$ cat config.mk
export PLATFORM = sky130hd
export DESIGN_NAME = tpwm_top
export DESIGN_NICKNAME = d
export VERILOG_FILES = /design/src/core/tpwm_pkg.sv /design/src/core/tpwm_chan.sv /design/src/core/tpwm_top.sv
export SDC_FILE = /design/constraint.sdc
export NUM_CORES = 1
export LEC_CHECK = 0
export ABC_CLOCK_PERIOD_IN_PS = 8780
export BUFFER_PORTS_ARGS = -buffer_cell sky130_fd_sc_hd__clkbuf_2
export CORE_UTILIZATION = 50
export DETAILED_ROUTE_END_ITERATION = 7
export HOLD_SLACK_MARGIN = 0.06
export PLACE_DENSITY_LB_ADDON = 0.2
export SLEW_MARGIN = 20
export SYNTH_ARGS = -nofsm -noshare
export SYNTH_HDL_FRONTEND = slang
export SYNTH_SLANG_ARGS = --single-unit
$ cat constraint.sdc
create_clock -name ref_clk -period 8.78 [get_ports ref_clk]
set_input_delay 1.317 -clock ref_clk [delete_from_list [all_inputs] [get_ports ref_clk]]
set_output_delay 1.317 -clock ref_clk [all_outputs]
set_load 0.02 [all_outputs]
$ cat src/core/tpwm_pkg.sv
package tpwm_pkg;

  localparam int unsigned CNT_W = 16;

  // Register byte addresses on the bus.
  localparam logic [7:0] ADR_PERIOD = 8'h00;
  localparam logic [7:0] ADR_COMPARE = 8'h04;
  localparam logic [7:0] ADR_MMODE = 8'h08;
  localparam logic [7:0] ADR_SMODE = 8'h0c;
  localparam logic [7:0] ADR_CTRL = 8'h10;
  localparam logic [7:0] ADR_STAT = 8'h14;
  localparam logic [7:0] ADR_MASK = 8'h18;
  localparam logic [7:0] ADR_COUNT = 8'h1c;

  // Slave mode register fields.
  localparam int unsigned SM_CKS = 15;
  localparam int unsigned SM_CCS = 12;
  localparam int unsigned SM_SPLIT = 11;
  localparam int unsigned SM_STS_LO = 8;
  localparam int unsigned SM_MD_LO = 0;

  // Control register fields.
  localparam int unsigned CT_START_M = 0;
  localparam int unsigned CT_START_S = 1;
  localparam int unsigned CT_STOP_M = 2;
  localparam int unsigned CT_STOP_S = 3;
  localparam int unsigned CT_PSA_LO = 4;
  localparam int unsigned CT_PSB_LO = 8;
  localparam int unsigned CT_TOM = 12;

  // Status and mask bits.
  localparam int unsigned ST_MIRQ = 0;
  localparam int unsigned ST_SIRQ = 1;
  localparam int unsigned ST_ERR = 2;

  localparam logic [15:0] PERIOD_RST = 16'h0000;
  localparam logic [15:0] COMPARE_RST = 16'h0000;
  localparam logic [3:0] MMODE_RST = 4'h0;
  localparam logic [15:0] SMODE_RST = 16'h0000;
  localparam logic [3:0] PS_RST = 4'h0;
  localparam logic [2:0] MASK_RST = 3'h0;

  typedef enum logic [2:0] {
    OP_INTERVAL = 3'b000,
    OP_CAPTURE = 3'b010,
    OP_EVENT = 3'b011,
    OP_ONECOUNT = 3'b100,
    OP_CAPONE = 3'b110
  } tpwm_op_t;

  typedef enum logic [2:0] {
    TRG_SOFT = 3'b000,
    TRG_EDGE = 3'b001,
    TRG_BOTH = 3'b010,
    TRG_MASTER = 3'b100
  } tpwm_trig_t;

  typedef struct packed {
    logic [3:0] mode;
    logic split;
    logic [CNT_W-1:0] reload;
  } tpwm_cfg_t;

  typedef struct packed {
    logic [CNT_W-1:0] cnt;
    logic run;
    logic irq;
  } tpwm_chan_st_t;

  typedef struct packed {
    logic [15:0] period;
    logic [15:0] compare;
    logic [3:0] mmode;
    logic [15:0] smode;
    logic [3:0] psa;
    logic [3:0] psb;
    logic tom;
    logic [2:0] stat;
    logic [2:0] mask;
    logic start_m;
    logic start_s;
    logic stop_m;
    logic stop_s;
    logic [15:0] div;
    logic tick_a;
    logic tick_b;
    logic pin;
    logic ack;
    logic [31:0] rdat;
    logic irq;
    logic tout;
    logic mirq_dly;
  } tpwm_top_st_t;

endpackage : tpwm_pkg

$ cat src/core/tpwm_chan.sv
`timescale 1ns/1ps
module tpwm_chan #(
  parameter int unsigned WIDTH = 16 // Counter width.
) (
  input wire logic ref_clk, // Block clock.
  input wire logic nrst, // Synchronous reset, active low.
  input wire tpwm_pkg::tpwm_cfg_t cfg, // Mode, width select and reload value.
  input wire logic tick, // Count clock enable, one cycle.
  input wire logic trig, // Start trigger, one cycle.
  input wire logic stop, // Software stop, one cycle.
  output logic [WIDTH-1:0] count, // Present count.
  output logic running, // Channel is counting.
  output logic irq, // Channel interrupt, one cycle.
  output logic illegal // Mode code is prohibited.
);

  if (WIDTH != tpwm_pkg::CNT_W) begin : g_bad_width
    $error("tpwm_chan: WIDTH must equal the package counter width");
  end

  tpwm_pkg::tpwm_chan_st_t s_q, s_d;
  logic [2:0] op;
  logic low, legal, is_int, is_cap, is_evt, is_one, is_c1, down, retrig_ok;
  logic [WIDTH-1:0] msk, val, dec;

  always_comb begin
    op = cfg.mode[3:1];
    low = cfg.mode[0];
    is_int = (op == tpwm_pkg::OP_INTERVAL);
    is_cap = (op == tpwm_pkg::OP_CAPTURE);
    is_evt = (op == tpwm_pkg::OP_EVENT);
    is_one = (op == tpwm_pkg::OP_ONECOUNT);
    is_c1 = (op == tpwm_pkg::OP_CAPONE);
    legal = is_int | is_cap | (is_evt & !low) | is_one | (is_c1 & !low);
    down = is_int | is_evt | is_one;
    msk = cfg.split ? WIDTH'(16'h00ff) : '1;
    val = cfg.reload & msk;
    dec = (s_q.cnt - 1'b1) & msk;
    // A running capture channel restarts on every trigger; one-count only when allowed.
    retrig_ok = (is_one & low) | is_cap;
    s_d = s_q;
    s_d.irq = 1'b0;
    if (stop || !legal) begin
      s_d.run = 1'b0;
    end else if (trig && (!s_q.run || retrig_ok)) begin
      s_d.run = 1'b1;
      s_d.irq = s_q.run ? 1'b1 : (low & (is_int | is_cap));
      if (!down) begin
        s_d.cnt = '0;
      end else if (is_one && val == '0) begin
        s_d.run = 1'b0;
        s_d.irq = 1'b1;
      end else begin
        s_d.cnt = val;
      end
    end else if (s_q.run && tick) begin
      if (!down) begin
        s_d.cnt = (s_q.cnt + 1'b1) & msk;
      end else if (is_one) begin
        s_d.cnt = dec;
        if (dec == '0) begin
          s_d.run = 1'b0;
          s_d.irq = 1'b1;
        end
      end else if ((s_q.cnt & msk) == '0) begin
        s_d.cnt = val;
        s_d.irq = 1'b1;
      end else begin
        s_d.cnt = dec;
      end
    end
  end

  always_ff @(posedge ref_clk) begin
    if (!nrst) begin
      s_q <= '0;
    end else begin
      s_q <= s_d;
    end
  end

  assign count = s_q.cnt;
  assign running = s_q.run;
  assign irq = s_q.irq;
  assign illegal = !legal;
endmodule : tpwm_chan

$ cat src/core/tpwm_top.sv
// Behaviour
// - Interval or capture: low mode bit 1 interrupts and changes output at start.
// - Event counter: low bit must be 0, no interrupt at count start.
// - One-count, low bit 0: triggers during counting ignored, no interrupt.
// - One-count, low bit 1: trigger during counting restarts and interrupts.
// - Capture one-count: low bit 0, no start interrupt, triggers ignored while counting.
// - Master period is period value plus one count clock cycles, 16 bits.
// - Slave mode bit 7 of upper byte picks prescaler clock a or b.
// - Slave mode bit 4 of upper byte picks operation clock or pin edges.
// - Slave mode bit 3 of upper byte picks 16-bit or 8-bit counting.
// - Slave trigger field: software, pin edge, both edges, master interrupt.
// - Mode field decodes interval, capture, event, one-count, capture one-count.
// - PWM: master interval timer, slave one-count retriggered by master interrupt.
// - Duty equals compare value over period value plus one, in percent.
// - Slave output mode: output set by master, cleared by slave interrupt.
`timescale 1ns/1ps
module tpwm_top (
  input wire logic ref_clk, // 40 MHz block clock.
  input wire logic nrst, // Synchronous reset, active low.
  input wire logic wb_cyc_i, // Wishbone cycle.
  input wire logic wb_stb_i, // Wishbone strobe.
  input wire logic wb_we_i, // Wishbone write enable.
  input wire logic [7:0] wb_adr_i, // Wishbone byte address.
  input wire logic [3:0] wb_sel_i, // Wishbone byte lanes.
  input wire logic [31:0] wb_dat_i, // Wishbone write data.
  output logic [31:0] wb_dat_o, // Wishbone read data.
  output logic wb_ack_o, // Wishbone acknowledge.
  input wire logic slave_timer_input_pin, // Channel 1 timer input.
  output logic irq, // Level interrupt.
  output logic timer_out // Channel 1 pulse output.
);

  tpwm_pkg::tpwm_top_st_t s_q, s_d;
  tpwm_pkg::tpwm_cfg_t m_cfg, s_cfg;
  logic [15:0] m_cnt, s_cnt, mask_a, mask_b;
  logic m_run, s_run, m_irq, s_irq, m_bad, s_bad, sts_bad;
  logic m_tick, s_tick, s_trig, pin_rise, pin_both, req, wr;
  logic [2:0] set, clr;
  logic [31:0] wv;

  function automatic logic [31:0] lanes(input logic [31:0] old, input logic [31:0] nw,
                                        input logic [3:0] sel);
    logic [31:0] r;
    r = old;
    for (int i = 0; i < 4; i++) begin
      if (sel[i]) begin
        r[i*8 +: 8] = nw[i*8 +: 8];
      end
    end
    return r;
  endfunction : lanes

  always_comb begin
    m_cfg.mode = s_q.mmode;
    m_cfg.split = 1'b0;
    m_cfg.reload = s_q.period;
    s_cfg.mode = s_q.smode[tpwm_pkg::SM_MD_LO +: 4];
    s_cfg.split = s_q.smode[tpwm_pkg::SM_SPLIT];
    s_cfg.reload = s_q.compare;
  end

  always_comb begin
    pin_rise = slave_timer_input_pin & !s_q.pin;
    pin_both = slave_timer_input_pin ^ s_q.pin;
    m_tick = s_q.tick_a;
    if (s_q.smode[tpwm_pkg::SM_CCS]) begin
      s_tick = pin_rise;
    end else begin
      s_tick = s_q.smode[tpwm_pkg::SM_CKS] ? s_q.tick_b : s_q.tick_a;
    end
    sts_bad = 1'b0;
    unique case (s_q.smode[tpwm_pkg::SM_STS_LO +: 3])
      tpwm_pkg::TRG_SOFT: s_trig = s_q.start_s;
      tpwm_pkg::TRG_EDGE: s_trig = s_q.start_s | pin_rise;
      tpwm_pkg::TRG_BOTH: s_trig = s_q.start_s | pin_both;
      tpwm_pkg::TRG_MASTER: s_trig = s_q.start_s | m_irq;
      default: begin
        s_trig = 1'b0;
        sts_bad = 1'b1;
      end
    endcase
  end

  tpwm_chan #(
    .WIDTH(tpwm_pkg::CNT_W)
  ) u_master (
    .ref_clk(ref_clk),
    .nrst(nrst),
    .cfg(m_cfg),
    .tick(m_tick),
    .trig(s_q.start_m),
    .stop(s_q.stop_m),
    .count(m_cnt),
    .running(m_run),
    .irq(m_irq),
    .illegal(m_bad)
  );

  tpwm_chan #(
    .WIDTH(tpwm_pkg::CNT_W)
  ) u_slave (
    .ref_clk(ref_clk),
    .nrst(nrst),
    .cfg(s_cfg),
    .tick(s_tick),
    .trig(s_trig),
    .stop(s_q.stop_s),
    .count(s_cnt),
    .running(s_run),
    .irq(s_irq),
    .illegal(s_bad)
  );

  always_comb begin
    req = wb_cyc_i & wb_stb_i & !s_q.ack;
    wr = req & wb_we_i;
    wv = '0;
    clr = '0;
    s_d = s_q;
    s_d.start_m = 1'b0;
    s_d.start_s = 1'b0;
    s_d.stop_m = 1'b0;
    s_d.stop_s = 1'b0;
    s_d.ack = req;
    s_d.pin = slave_timer_input_pin;

    // Free-running divider; each prescaler tick is one cycle wide.
    mask_a = (16'h0001 << s_q.psa) - 16'h0001;
    mask_b = (16'h0001 << s_q.psb) - 16'h0001;
    s_d.div = s_q.div + 16'h0001;
    s_d.tick_a = (s_q.div & mask_a) == mask_a;
    s_d.tick_b = (s_q.div & mask_b) == mask_b;

    if (wr) begin
      unique case (wb_adr_i)
        tpwm_pkg::ADR_PERIOD: begin
          wv = lanes({16'h0000, s_q.period}, wb_dat_i, wb_sel_i);
          s_d.period = wv[15:0];
        end
        tpwm_pkg::ADR_COMPARE: begin
          wv = lanes({16'h0000, s_q.compare}, wb_dat_i, wb_sel_i);
          s_d.compare = wv[15:0];
        end
        tpwm_pkg::ADR_MMODE: begin
          wv = lanes({28'h0000000, s_q.mmode}, wb_dat_i, wb_sel_i);
          s_d.mmode = wv[3:0];
        end
        tpwm_pkg::ADR_SMODE: begin
          wv = lanes({16'h0000, s_q.smode}, wb_dat_i, wb_sel_i);
          s_d.smode = wv[15:0];
        end
        tpwm_pkg::ADR_CTRL: begin
          wv = lanes({19'h0, s_q.tom, s_q.psb, s_q.psa, 4'h0}, wb_dat_i, wb_sel_i);
          s_d.start_m = wv[tpwm_pkg::CT_START_M];
          s_d.start_s = wv[tpwm_pkg::CT_START_S];
          s_d.stop_m = wv[tpwm_pkg::CT_STOP_M];
          s_d.stop_s = wv[tpwm_pkg::CT_STOP_S];
          s_d.psa = wv[tpwm_pkg::CT_PSA_LO +: 4];
          s_d.psb = wv[tpwm_pkg::CT_PSB_LO +: 4];
          s_d.tom = wv[tpwm_pkg::CT_TOM];
        end
        tpwm_pkg::ADR_STAT: begin
          wv = lanes(32'h00000000, wb_dat_i, wb_sel_i);
          clr = wv[2:0];
        end
        tpwm_pkg::ADR_MASK: begin
          wv = lanes({29'h0, s_q.mask}, wb_dat_i, wb_sel_i);
          s_d.mask = wv[2:0];
        end
        default: wv = '0;
      endcase
    end

    // A new event wins over a write-one clear in the same cycle.
    set = '0;
    set[tpwm_pkg::ST_MIRQ] = m_irq;
    set[tpwm_pkg::ST_SIRQ] = s_irq;
    set[tpwm_pkg::ST_ERR] = m_bad | s_bad | sts_bad;
    s_d.stat = (s_q.stat & ~clr) | set;
    s_d.irq = |(s_d.stat & s_d.mask);

    // The slave reloads one cycle after the master interrupt, so the set uses a delayed
    // copy; the high time is then exactly the compare count. Set wins when both arrive,
    // which keeps the output high through a retrigger.
    s_d.mirq_dly = m_irq;
    if (s_q.tom) begin
      if (s_q.mirq_dly) begin
        s_d.tout = 1'b1;
      end else if (s_irq) begin
        s_d.tout = 1'b0;
      end
    end else if (s_irq) begin
      s_d.tout = !s_q.tout;
    end

    s_d.rdat = '0;
    if (req && !wb_we_i) begin
      unique case (wb_adr_i)
        tpwm_pkg::ADR_PERIOD: s_d.rdat = {16'h0000, s_q.period};
        tpwm_pkg::ADR_COMPARE: s_d.rdat = {16'h0000, s_q.compare};
        tpwm_pkg::ADR_MMODE: s_d.rdat = {28'h0000000, s_q.mmode};
        tpwm_pkg::ADR_SMODE: s_d.rdat = {16'h0000, s_q.smode};
        tpwm_pkg::ADR_CTRL: s_d.rdat = {19'h0, s_q.tom, s_q.psb, s_q.psa, 2'b00, s_run, m_run};
        tpwm_pkg::ADR_STAT: s_d.rdat = {29'h0, s_q.stat};
        tpwm_pkg::ADR_MASK: s_d.rdat = {29'h0, s_q.mask};
        tpwm_pkg::ADR_COUNT: s_d.rdat = {s_cnt, m_cnt};
        default: s_d.rdat = '0;
      endcase
    end
  end

  always_ff @(posedge ref_clk) begin
    if (!nrst) begin
      s_q <= '0;
      s_q.period <= tpwm_pkg::PERIOD_RST;
      s_q.compare <= tpwm_pkg::COMPARE_RST;
      s_q.mmode <= tpwm_pkg::MMODE_RST;
      s_q.smode <= tpwm_pkg::SMODE_RST;
      s_q.psa <= tpwm_pkg::PS_RST;
      s_q.psb <= tpwm_pkg::PS_RST;
      s_q.mask <= tpwm_pkg::MASK_RST;
    end else begin
      s_q <= s_d;
    end
  end

  assign wb_dat_o = s_q.rdat;
  assign wb_ack_o = s_q.ack;
  assign irq = s_q.irq;
  assign timer_out = s_q.tout;
endmodule : tpwm_top

==> results of run 1 <==
[cell usage after synthesis, types with 5 or more instances]
library cell  count  area [sq um]
clkbuf_1         97           364
a22o_1            5          43.8
nor2_1          149           559
o31ai_1           9          67.6
a21oi_1          58           290
nor3b_1           8          60.1
and2_1           13          81.3
or3_1            10          62.6
nand3_1          35           175
nor2b_1           7          43.8
and4_1            5          43.8
nand2b_1         10          62.6
nand2_1          88           330
a21o_1           10          75.1
xnor2_1          25           219
mux2i_1          75           751
ha_1             12           150
a32oi_1           9          78.8
o22ai_1           7          43.8
o21a_1            6          45.0
o211ai_1         11          82.6
nand3b_1         10          75.1
a211oi_1          7          52.6
o21ai_0          65           325
or4_1             8          60.1
a221oi_1          7          61.3
nor3_1           28           140
and3_1           38           238
xor2_1           18           158
a31oi_1          37           231
or2_2             8          50.1
nand4_1          19           119
dfxtp_1         161          3220
nor4_1           30           188
inv_1            24          90.1
buf_4            32           240
a22oi_1          27           203
[flip-flops by register name, summed over array words and instances (netlist names), 16 cells and up]
name	count
s_q	48
wb_dat_o	32
s_cfg	21
m_cfg	20
u_master.count	16
u_slave.count	16
[worst max-delay path by stage]
stage | depth (start not counted) | start | endpoint | slack [ns]
CTS | 6 | nrst | wb_dat_o[1] | 4.96
global route | 9 | slave_timer_input_pin | u_slave.count[9] | 4.98
floorplan | 8 | slave_timer_input_pin | u_slave.count[15] | 5.14
global placement | 6 | nrst | wb_dat_o[3] | 4.54
detailed placement | 6 | nrst | wb_dat_o[1] | 4.51
finish | 9 | slave_timer_input_pin | u_slave.count[9] | 5.11
[per-stage QoR]
step	hold slack (ns)	util
6_report	0.479	0.552
5_1_grt	0.511	0.552
4_1_cts	0.488	0.551
3_5_place_dp	0.476	0.517
3_3_place_gp	0.459	0.517
2_1_floorplan	0.449	-
[worst max-delay path: cells and delay by family]
| family | cells | cell delay [ns] |
|---|---|---|
| AO/OA/AOI/OAI | 3 | 0.92 |
| adder cells (fa/ha/maj) | 1 | 0.28 |
| buffers and inverters | 2 | 0.44 |
| multiplexers | 2 | 0.40 |
| AND/OR/NAND/NOR | 1 | 0.60 |
[kinds of logic after synthesis]
logic type      Yosys count  synth area share
flops                   161             0.322
simple gates            493             0.259
mux                      78            0.0784
buf+inv                 164            0.0756
xor+xnor                 43            0.0377
compound gates          314             0.212
fa+ha+maj                13            0.0160
[report_power, final]
| part | internal (mW) | switching (mW) |
|---|---|---|
| logic | 0.0127 | 0.0316 |
| registers | 0.732 | 0.00305 |
| clock network | 0.523 | 0.314 |
| total | 1.27 | 0.349 |
[layer usage]
| layer | vias up | wire, um |
|---|---|---|
| met5 | - | 0 |
| met4 | 0 | 662 |
| met3 | 52 | 2290 |
| met2 | 405 | 13900 |
| met1 | 4531 | 13500 |
| li1 | 4523 | - |
[final cells by class]
class | count | share of cell area
Clock buffer | 20 | 0.0424
Clock inverter | 11 | 0.0187
Inverter | 25 | 0.00871
Multi-Input combinational cell | 941 | 0.561
Sequential cell | 161 | 0.299
Tap cell | 265 | 0.0308
Timing Repair Buffer | 78 | 0.0390
==> summary.md, run 1 <==
| Metric | Value |
|---|---|
| Hold Path Class | `reg -> reg` |
| Vias in the first global route | `8,318` |
| RSZ-0062 raised after global routing | `no` |
| Max incr delay on CP | `roughly 0.6 ns` |
| Antenna violations before repair | `0` |
| Least-Margin Pin Slew | `approximately 1.0 ns` |
| Layout area overhead | `7.68%` |
| TritonCTS Buffers | `17` |
| Setup crit end kind | `register` |
| Fillers | `1,865` |
| Die Wd | `143 um` |
| R2R depth | `9` |
| Dpl hpwl | `roughly 21 mm` |
| M2 GR Usage | `0.483` |
| Via density | `6.34` |
| ANT cells | `0` |
| DR pass1 iterations | `6` |
| CP max-delay cell | `or4b_2` |
| Commonest non-fill, non-tap cell in the layout | `dfxtp_1` |
| Max Clk Rate | `0.273 GHz` |
| Min Tclk post-route | `3.67 ns` |
| Max clock buf depth | `2` |
| Hold Startpoint | `s_q[0]` |
| CTS tree | `built` |
| DR WL/cell | `20.2 um` |
| DRC viols | `0` |
| Post-synth EDFFs | `0` |
| DR vias | `9,511` |
| Largest net degree at the start of global routing | `66` |
| Port Buffers | `66` |
| Setup Skew | `0.0112 ns` |
| Final setup violation count | `0` |
| CTS root buf | `clkbuf_16` |
| # nets final | `~1,300` |
| Crit-path max FO | `32` |
| Multi-input gate area | `6040 sq um` |
| Placed Area | `between 10,000 and 15,000 sq um` |
| Reg2reg end | `m_tick` |
| Die Span Y | `approximately 140 um` |
| Hold endpoint | `timer_out` |
| Inst Count DP | `roughly 1,500` |
| Final GP Congestion | `0.962` |
| Most frequent cells in the layout | `161 x dfxtp_1, 147 x nor2_1, 88 x nand2_1, 74 x mux2i_1, 66 x clkbuf_2` |
| 1st-iter DRT viols | `1,076` |
| Worst EP arrival | `3.98 ns` |
| Yosys cell types | `84` |
| FF/Latch Area | `3220 sq um` |
| DRT antenna net count | `0` |
| Synth warn | `0` |
| Post-Route WL | `30.3 mm` |
| Final non-filler cell area | `10,800 sq um` |
| Leak | `4.00 nW` |
| Top Usage Layer GRT | `met2` |
| Synth Area per Inst | `7.90 sq um` |
| Postcts setup bufs | `0` |
| Pwr Density | `150 nW/um^2` |
| Mapped cell area | `10,000 sq um` |
| Pre-CTS WS | `4.51 ns` |
| Sequential share of the synthesized area | `0.322` |
| Die ar. | `around 21,000 sq um` |
| Clk slew on worst S/H paths | `0.06 ns` |
| Crit Path Class | `in -> reg` |
| # IOs | `85` |
| Setup ws final | `between 5 and 6 ns` |
| Relative slew slack | `0.321` |
| Async set-reset flop share out of synthesis | `0` |
| Mapped Nets | `1,328` |
| Non-Filler Instances | `between 1,500 and 2,000` |
| Setup TNS | `0 ns` |
| GR Util met3 | `0.0437` |
| Share of cells above drive strength 1 | `0.119` |
| # H-tree levels | `4` |
| Final hold violation count | `0` |
| Cells along the critical path | `clkbuf_2 > ha_1 > or4b_2 > o21ai_0 > a2bb2oi_1 > mux2i_2 > buf_4 > mux2i_1 > a41o_1` |
| Clk_lat worst skew | `0.43 ns` |
| Max Cap Viol | `0` |
| Crit path launch type | `primary input` |
| M1 GR Usage | `0.412` |
| FF-to-FF setup slack | `5.68 ns` |
| Grt total ovfl | `0` |
| Wire length of the first global-routing pass | `47.5 mm` |
| Hold buffers post-CTS | `0` |
| Final Cycle Share | `0.418` |
| Tot GR Track Use | `0.301` |
| Hold path cells | `2` |
| Initial Util | `0.512` |
| Worst endpoint required time | `9.10 ns` |
| Total power | `1.62 mW` |
| Status | `finished, final reports clean` |
| CTS sink count | `between 150 and 200` |
| Seq cells post-synth | `between 150 and 200` |
| Core area | `19,500 sq um` |
| Crit Reg-Reg Startpoint | `s_q[70]` |
| Slew Limit Fails | `0` |
| # rows | `about 50` |
| Main flop type after synthesis | `dfxtp_1` |
| # resized after CTS | `0` |
| Syn Inst Count | `roughly 1,300` |
| Maximum vdd drop | `between 150 and 200 uV` |
Note: power is estimated with default switching activity, not from simulation.
==> inputs of run 2 (changes only) <==
Settings changed: ABC_CLOCK_PERIOD_IN_PS 8780 to 3700.
Clock period 8.78 ns to 3.7 ns, I/O delays scaled along.
==> run 2 against run 1 <==
Net effect: wire length up 1.0%; clock-buffer cell count shrank 2; highest routed layer unchanged; combinational power up 140%; cell area rose by 1.3%; global-route usage rose by 0.56 points; first-iteration DRC count increased by 0.46%; non-clock buffer count rose by 22; largest cell class unchanged; largest power group unchanged; flip-flop and latch count stayed put; clock skew decreased by 0.0020 ns; register-to-register slack worse by 5.1 ns; utilization up 0.72 points.
==> summary.md, run 2 (synthesis gave the netlist of run 1 again) <==
| Metric | Value |
|---|---|
| Final GP Congestion | `0.999 (+3.8%)` |
| # H-tree levels | `4 (unchanged)` |
| Vias in the first global route | `8,804 (+5.8%)` |
| Status | `finished, final reports clean` |
| ANT cells | `0 (unchanged)` |
| Port Buffers | `66 (unchanged)` |
| Largest net degree at the start of global routing | `88 (+33%)` |
| Multi-input gate area | `6030 sq um (-0.19%)` |
| WHS | `0.395 ns (-0.0840 ns)` |
| Wire length of the first global-routing pass | `48.5 mm (+2.2%)` |
| Least-Margin Pin Slew | `0.839 ns (-0.176 ns)` |
| Crit path launch type | `register` |
| Placed Area | `10,300 sq um (+1.8%)` |
| # rows | `51 (unchanged)` |
| Hold Startpoint | `slave_timer_input_pin` |
| Crit-path max FO | `12 (-63%)` |
| Final setup violation count | `0 (unchanged)` |
| CTS tree | `built` |
| Post-Route WL | `30.6 mm (+1.0%)` |
| FF/Latch Area | `3220 sq um (unchanged)` |
| Setup TNS | `0 ns (unchanged)` |
| FF-to-FF setup slack | `0.58 ns (-5.10 ns)` |
| Slew Limit Fails | `0 (unchanged)` |
| Core area | `19,500 sq um (unchanged)` |
| Hold path cells | `2 (unchanged)` |
| Final non-filler cell area | `10,900 sq um (+1.3%)` |
| DRT antenna net count | `0 (unchanged)` |
| Hold endpoint | `s_q[36]` |
| Postcts setup bufs | `0 (unchanged)` |
| TritonCTS Buffers | `17 (unchanged)` |
| Setup Skew | `0.00925 ns (-0.00196 ns)` |
| Maximum vdd drop | `320 uV (+110%)` |
| Leak | `4.10 nW (+2.6%)` |
| Die Wd | `143 um (unchanged)` |
| DR WL/cell | `20.1 um (-0.53%)` |
| Share of cells above drive strength 1 | `0.135 (+0.0161)` |
| Die ar. | `20,600 sq um (unchanged)` |
| Hold Path Class | `in -> reg` |
| Pre-CTS WS | `0.477 ns (-4.04 ns)` |
| Layout area overhead | `9.09%` |
| Via density | `6.34 (about the same)` |
| Clk slew on worst S/H paths | `0.07 ns (about the same)` |
| Min Tclk post-route | `3.12 ns` |
| Initial Util | `0.512 (unchanged)` |
| Setup crit end kind | `register` |
| Tot GR Track Use | `0.307 (+0.00559)` |
| CTS root buf | `clkbuf_16` |
| Relative slew slack | `0.435 (+0.115)` |
| 1st-iter DRT viols | `1,081 (+0.46%)` |
| CTS sink count | `161 (unchanged)` |
| Reg2reg end | `u_slave.irq` |
| # resized after CTS | `0 (unchanged)` |
| Max clock buf depth | `2 (unchanged)` |
| DRC viols | `0 (unchanged)` |
| Die Span Y | `143 um (unchanged)` |
| Largest register FFs | `48 (unchanged)` |
| # IOs | `85 (unchanged)` |
| R2R depth | `8 (-1)` |
| DR pass1 iterations | `5 (-1)` |
| Most frequent cells in the layout | `161 x dfxtp_1, 148 x nor2_1, 88 x nand2_1, 74 x mux2i_1, 66 x clkbuf_2` |
| Crit Reg-Reg Startpoint | `u_slave.count[0]` |
| Max Clk Rate | `0.320 GHz` |
| Reg with most FFs | `s_q` |
| Final hold violation count | `0 (unchanged)` |
| Pwr Density | `344 nW/um^2 (+130%)` |
| RSZ-0062 raised after global routing | `no` |
| Setup ws final | `0.579 ns (-4.53 ns)` |
| Dpl hpwl | `21.7 mm (+1.1%)` |
| Fillers | `1,844 (-1.1%)` |
| Max Cap Viol | `0 (unchanged)` |
| Antenna violations before repair | `0 (unchanged)` |
| Commonest non-fill, non-tap cell in the layout | `dfxtp_1` |
| Clk_lat worst skew | `0.44 ns (about the same)` |
| # nets final | `1,308 (+1.7%)` |
| Worst endpoint required time | `4.06 ns (-5.04 ns)` |
| Crit Path Class | `reg -> reg` |
| Hold buffers post-CTS | `0 (unchanged)` |
| Grt total ovfl | `0 (unchanged)` |
| Worst EP arrival | `3.48 ns (-0.50 ns)` |
| DR vias | `9,663 (+1.6%)` |
| Total power | `3.76 mW (+130%)` |
| Final Cycle Share | `0.844` |
## run 2: changes by cell type in the layout (fill, tap and decap cells not counted), sizes merged
| cell | delta |
|---|---|
| clkinv | +1 |
| bufinv | -2 |
| clkbuf | -2 |
| buf | +22 |
| clkinvlp | +1 |
| inv | +3 |
## run 2: worst max-delay path, stage by stage (launching register included)
cell	delay, ns
dfxtp_1	0.45
inv_1	0.17
ha_1	0.25
nor3b_2	0.53
a21oi_1	0.14
a31o_1	0.23
or4_1	0.53
or4_4	0.53
a211oi_2	0.22
## run 2: layout make-up
class,instances,share of cell area
clock buffers,18,0.0402
repair buffers,100,0.0548
inverters,25,0.00860
flip-flops and latches,161,0.295
clock inverters,14,0.0178
well taps,265,0.0304
multi-input cells,941,0.553
## run 2: routing by layer
metal / track usage / part of all wire
met1: 0.416 / 0.44
met2: 0.468 / 0.43
met3: 0.0606 / 0.087
met4: 0.138 / 0.038
met5: 0 / 0
## run 2: power by group
part	internal, mW	switching [mW]
combinational	0.0322	0.0743
clock	1.10	0.801
sequential	1.74	0.00609
## run 2: how the worst max path moves through the flow
stage,endpoint,depth (start not counted),slack (ns),from
2_1_floorplan,u_slave.count[15],8,0.82,slave_timer_input_pin
3_3_place_gp,u_slave.count[9],9,0.53,slave_timer_input_pin
3_5_place_dp,u_slave.count[9],9,0.48,slave_timer_input_pin
4_1_cts,u_slave.running,8,0.66,u_slave.count[0]
5_1_grt,u_slave.running,8,0.49,u_slave.count[0]
6_report,u_slave.irq,8,0.58,u_slave.count[0]
## run 2: per-stage QoR
step                      cells  utilization
after global placement     1492        0.526
after detailed placement   1492        0.526
final                      1524        0.559
after global routing       1524        0.559
after floorplan            1266            -
after CTS                  1524        0.559
==> inputs of run 3 (changes only) <==
Settings changed: ABC_AREA set to 1, ABC_CLOCK_PERIOD_IN_PS 3700 to 3250.
Clock period 3.7 ns to 3.25 ns, I/O delays scaled along.
==> run 3 against run 2 <==
Net effect: cell area fell by 1.8%; wire length rose by 1.3%; sequential power rose by 14%; clock power rose by 17%; synthesized cell count rose by 21%; clock skew rose by 0.0039 ns; sequential share of layout area rose by 0.55 points; power rose by 16%; fmax rose by 27%; worst setup slack improved by 0.21 ns.
==> summary.md, run 3 <==
| Metric | Value |
|---|---|
| CTS sink count | `161 (unchanged)` |
| Crit-path max FO | `11 (-1)` |
| Dpl hpwl | `23.2 mm (+7.2%)` |
| Mapped cell area | `9830 sq um (-1.7%)` |
| Leak | `4.67 nW (+14%)` |
| Setup TNS | `0 ns (unchanged)` |
| Worst EP arrival | `2.83 ns (-0.65 ns)` |
| Final setup violation count | `0 (unchanged)` |
| Share of cells above drive strength 1 | `0.103 (-0.0323)` |
| Final hold violation count | `0 (unchanged)` |
| DRT antenna net count | `0 (unchanged)` |
| ANT cells | `0 (unchanged)` |
| Core area | `19,000 sq um (-2.9%)` |
| Largest net degree at the start of global routing | `75 (-15%)` |
| Die ar. | `20,200 sq um (-1.7%)` |
| Seq cells post-synth | `161 (unchanged)` |
| # H-tree levels | `4 (unchanged)` |
| Synth warn | `0 (unchanged)` |
| DR vias | `10,300 (+6.2%)` |
| # IOs | `85 (unchanged)` |
| Main flop type after synthesis | `dfxtp_1` |
| Die Span Y | `142 um (-0.86%)` |
| Top cells by area, synth | `dfxtp_1 33%, nand2_1 11%, nor2_1 8.5%` |
| DR pass1 iterations | `5 (unchanged)` |
| Min Tclk post-route | `2.46 ns (-0.656 ns)` |
| Synth Area per Inst | `6.43 sq um (-19%)` |
| 1st-iter DRT viols | `1,071 (-0.93%)` |
| Fillers | `1,881 (+2.0%)` |
| RSZ-0062 raised after global routing | `no` |
| Least-Margin Pin Slew | `0.730 ns (-0.109 ns)` |
| # nets final | `1,606 (+23%)` |
| Sequential share of the synthesized area | `0.328 (+0.00570)` |
| Reg with most FFs | `s_q` |
| Wire length of the first global-routing pass | `49.4 mm (+1.7%)` |
| Die Wd | `142 um (-0.86%)` |
| Max clock buf depth | `2 (unchanged)` |
| Maximum vdd drop | `354 uV (+10%)` |
| TritonCTS Buffers | `17 (unchanged)` |
| Max Cap Viol | `0 (unchanged)` |
| Pwr Density | `405 nW/um^2 (+18%)` |
| Tot GR Track Use | `0.316 (+0.00878)` |
| Setup Skew | `0.0132 ns (+0.00392 ns)` |
| Count leader, synth | `nand2_1` |
| CTS tree | `built` |
| Commonest non-fill, non-tap cell in the layout | `nand2_1` |
| Relative slew slack | `0.509 (+0.0741)` |
| Status | `finished, final reports clean` |
| Clk slew on worst S/H paths | `0.07 ns (about the same)` |
| DRC viols | `0 (unchanged)` |
| Postcts setup bufs | `0 (unchanged)` |
| Yosys cell types | `53 (-37%)` |
| CTS root buf | `clkbuf_16` |
| Final Cycle Share | `0.758 (-0.0851)` |
| Max Clk Rate | `0.406 GHz (+27%)` |
| # rows | `50 (-2.0%)` |
| Setup crit end kind | `register` |
| DR WL/cell | `17.1 um (-15%)` |
| Top cells by count, synth | `301 x nand2_1, 222 x nor2_1, 179 x inv_1` |
| Worst endpoint required time | `3.61 ns (-0.45 ns)` |
| Post-synth top area cell | `dfxtp_1` |
| WHS | `0.261 ns (-0.134 ns)` |
| Final GP Congestion | `1.01 (+0.67%)` |
| Antenna violations before repair | `0 (unchanged)` |
| # resized after CTS | `0 (unchanged)` |
| Vias in the first global route | `9,193 (+4.4%)` |
| Most frequent cells in the layout | `301 x nand2_1, 222 x nor2_1, 179 x inv_1, 161 x dfxtp_1, 135 x o21ai_0` |
| Syn Inst Count | `1,528 (+21%)` |
| Async set-reset flop share out of synthesis | `0 (unchanged)` |
| Total power | `4.34 mW (+16%)` |
| Slew Limit Fails | `0 (unchanged)` |
| Grt total ovfl | `0 (unchanged)` |
| Initial Util | `0.518 (+0.00624)` |
| Top cell type's share of synthesized area | `0.328 (+0.00570)` |
| Layout area overhead | `9.01% (about the same)` |
| Hold buffers post-CTS | `0 (unchanged)` |
| Post-synth EDFFs | `0 (unchanged)` |
| Setup ws final | `0.785 ns (+0.206 ns)` |
| Hold Path Class | `in -> reg` |
| Clk_lat worst skew | `0.44 ns (about the same)` |
| Port Buffers | `66 (unchanged)` |
| Crit path launch type | `register` |
| Largest register FFs | `48 (unchanged)` |
| Pre-CTS WS | `0.763 ns (+0.285 ns)` |
| Mapped Nets | `1,590 (+20%)` |
| Crit Path Class | `reg -> reg` |
| Via density | `5.65 (-11%)` |
| Post-Route WL | `31.0 mm (+1.3%)` |
## run 3: cell count changes in the layout (fill, tap and decap cells not counted), sizes merged, moves of 51 or more
cell | previous run | this run
nand3 | 35 | 86
mux2i | 75 | 0
nand2 | 88 | 309
nor2 | 149 | 233
a21oi | 58 | 134
o21ai | 65 | 148
inv | 31 | 195
## run 3: report_power, final
part,switching [mW],internal (mW)
sequential,0.00873,1.98
combinational,0.0863,0.0353
clock,0.919,1.31
total,1.01,3.33
## run 3: worst max-delay path: stages (launching register included)
cell and delay [ns]:
dfxtp_1 0.44, nand2_1 0.13, o21ai_4 0.38, inv_2 0.22, nor2_1 0.54, inv_1 0.20
o21ai_0 0.20, nand3_1 0.11, a21oi_1 0.16
## run 3: path summary, 6_finish.rpt
| path | start | to | slack (ns) | cells past startpoint |
|---|---|---|---|---|
| hold / removal | slave_timer_input_pin | s_q[36] | 0.26 | 3 |
| setup reg to reg | m_cfg[19] | u_master.count[0] | 0.79 | 8 |
| hold reg to reg | u_master.irq | s_q[0] | 0.43 | 2 |
| setup / recovery | m_cfg[19] | u_master.count[0] | 0.79 | 8 |
## run 3: per-layer routing
metal | global-route usage | part of all wire
met5 | 0 | 0
met4 | 0.0928 | 0.022
met3 | 0.0596 | 0.095
met2 | 0.456 | 0.41
met1 | 0.469 | 0.47
## run 3: kinds of logic after synthesis
family / after synthesis / synth area share
buffers and inverters: 275 / 0.126
xor gates and xnor gates: 18 / 0.0160
and+or+nand+nor: 705 / 0.308
adders and majority gates: 13 / 0.0164
DFF: 161 / 0.328
AOI/OAI and AO/OA: 356 / 0.205
## run 3: cell type report
cell class | count | area [sq um] | share of cell area
Clock inverter | 15 | 219 | 0.0204
Timing Repair Buffer | 80 | 435 | 0.0406
Sequential cell | 161 | 3220 | 0.301
Tap cell | 260 | 325 | 0.0304
Clock buffer | 17 | 425 | 0.0397
Multi-Input combinational cell | 1092 | 5370 | 0.501
Inverter | 192 | 721 | 0.0673
## run 3: through the flow
step | std cells | area, sq um | utilization
after floorplan | 1528 | 9830 | -
after global placement | 1785 | 10100 | 0.531
after detailed placement | 1785 | 10100 | 0.531
after CTS | 1817 | 10700 | 0.565
after global routing | 1817 | 10700 | 0.565
final | 1817 | 10700 | 0.565
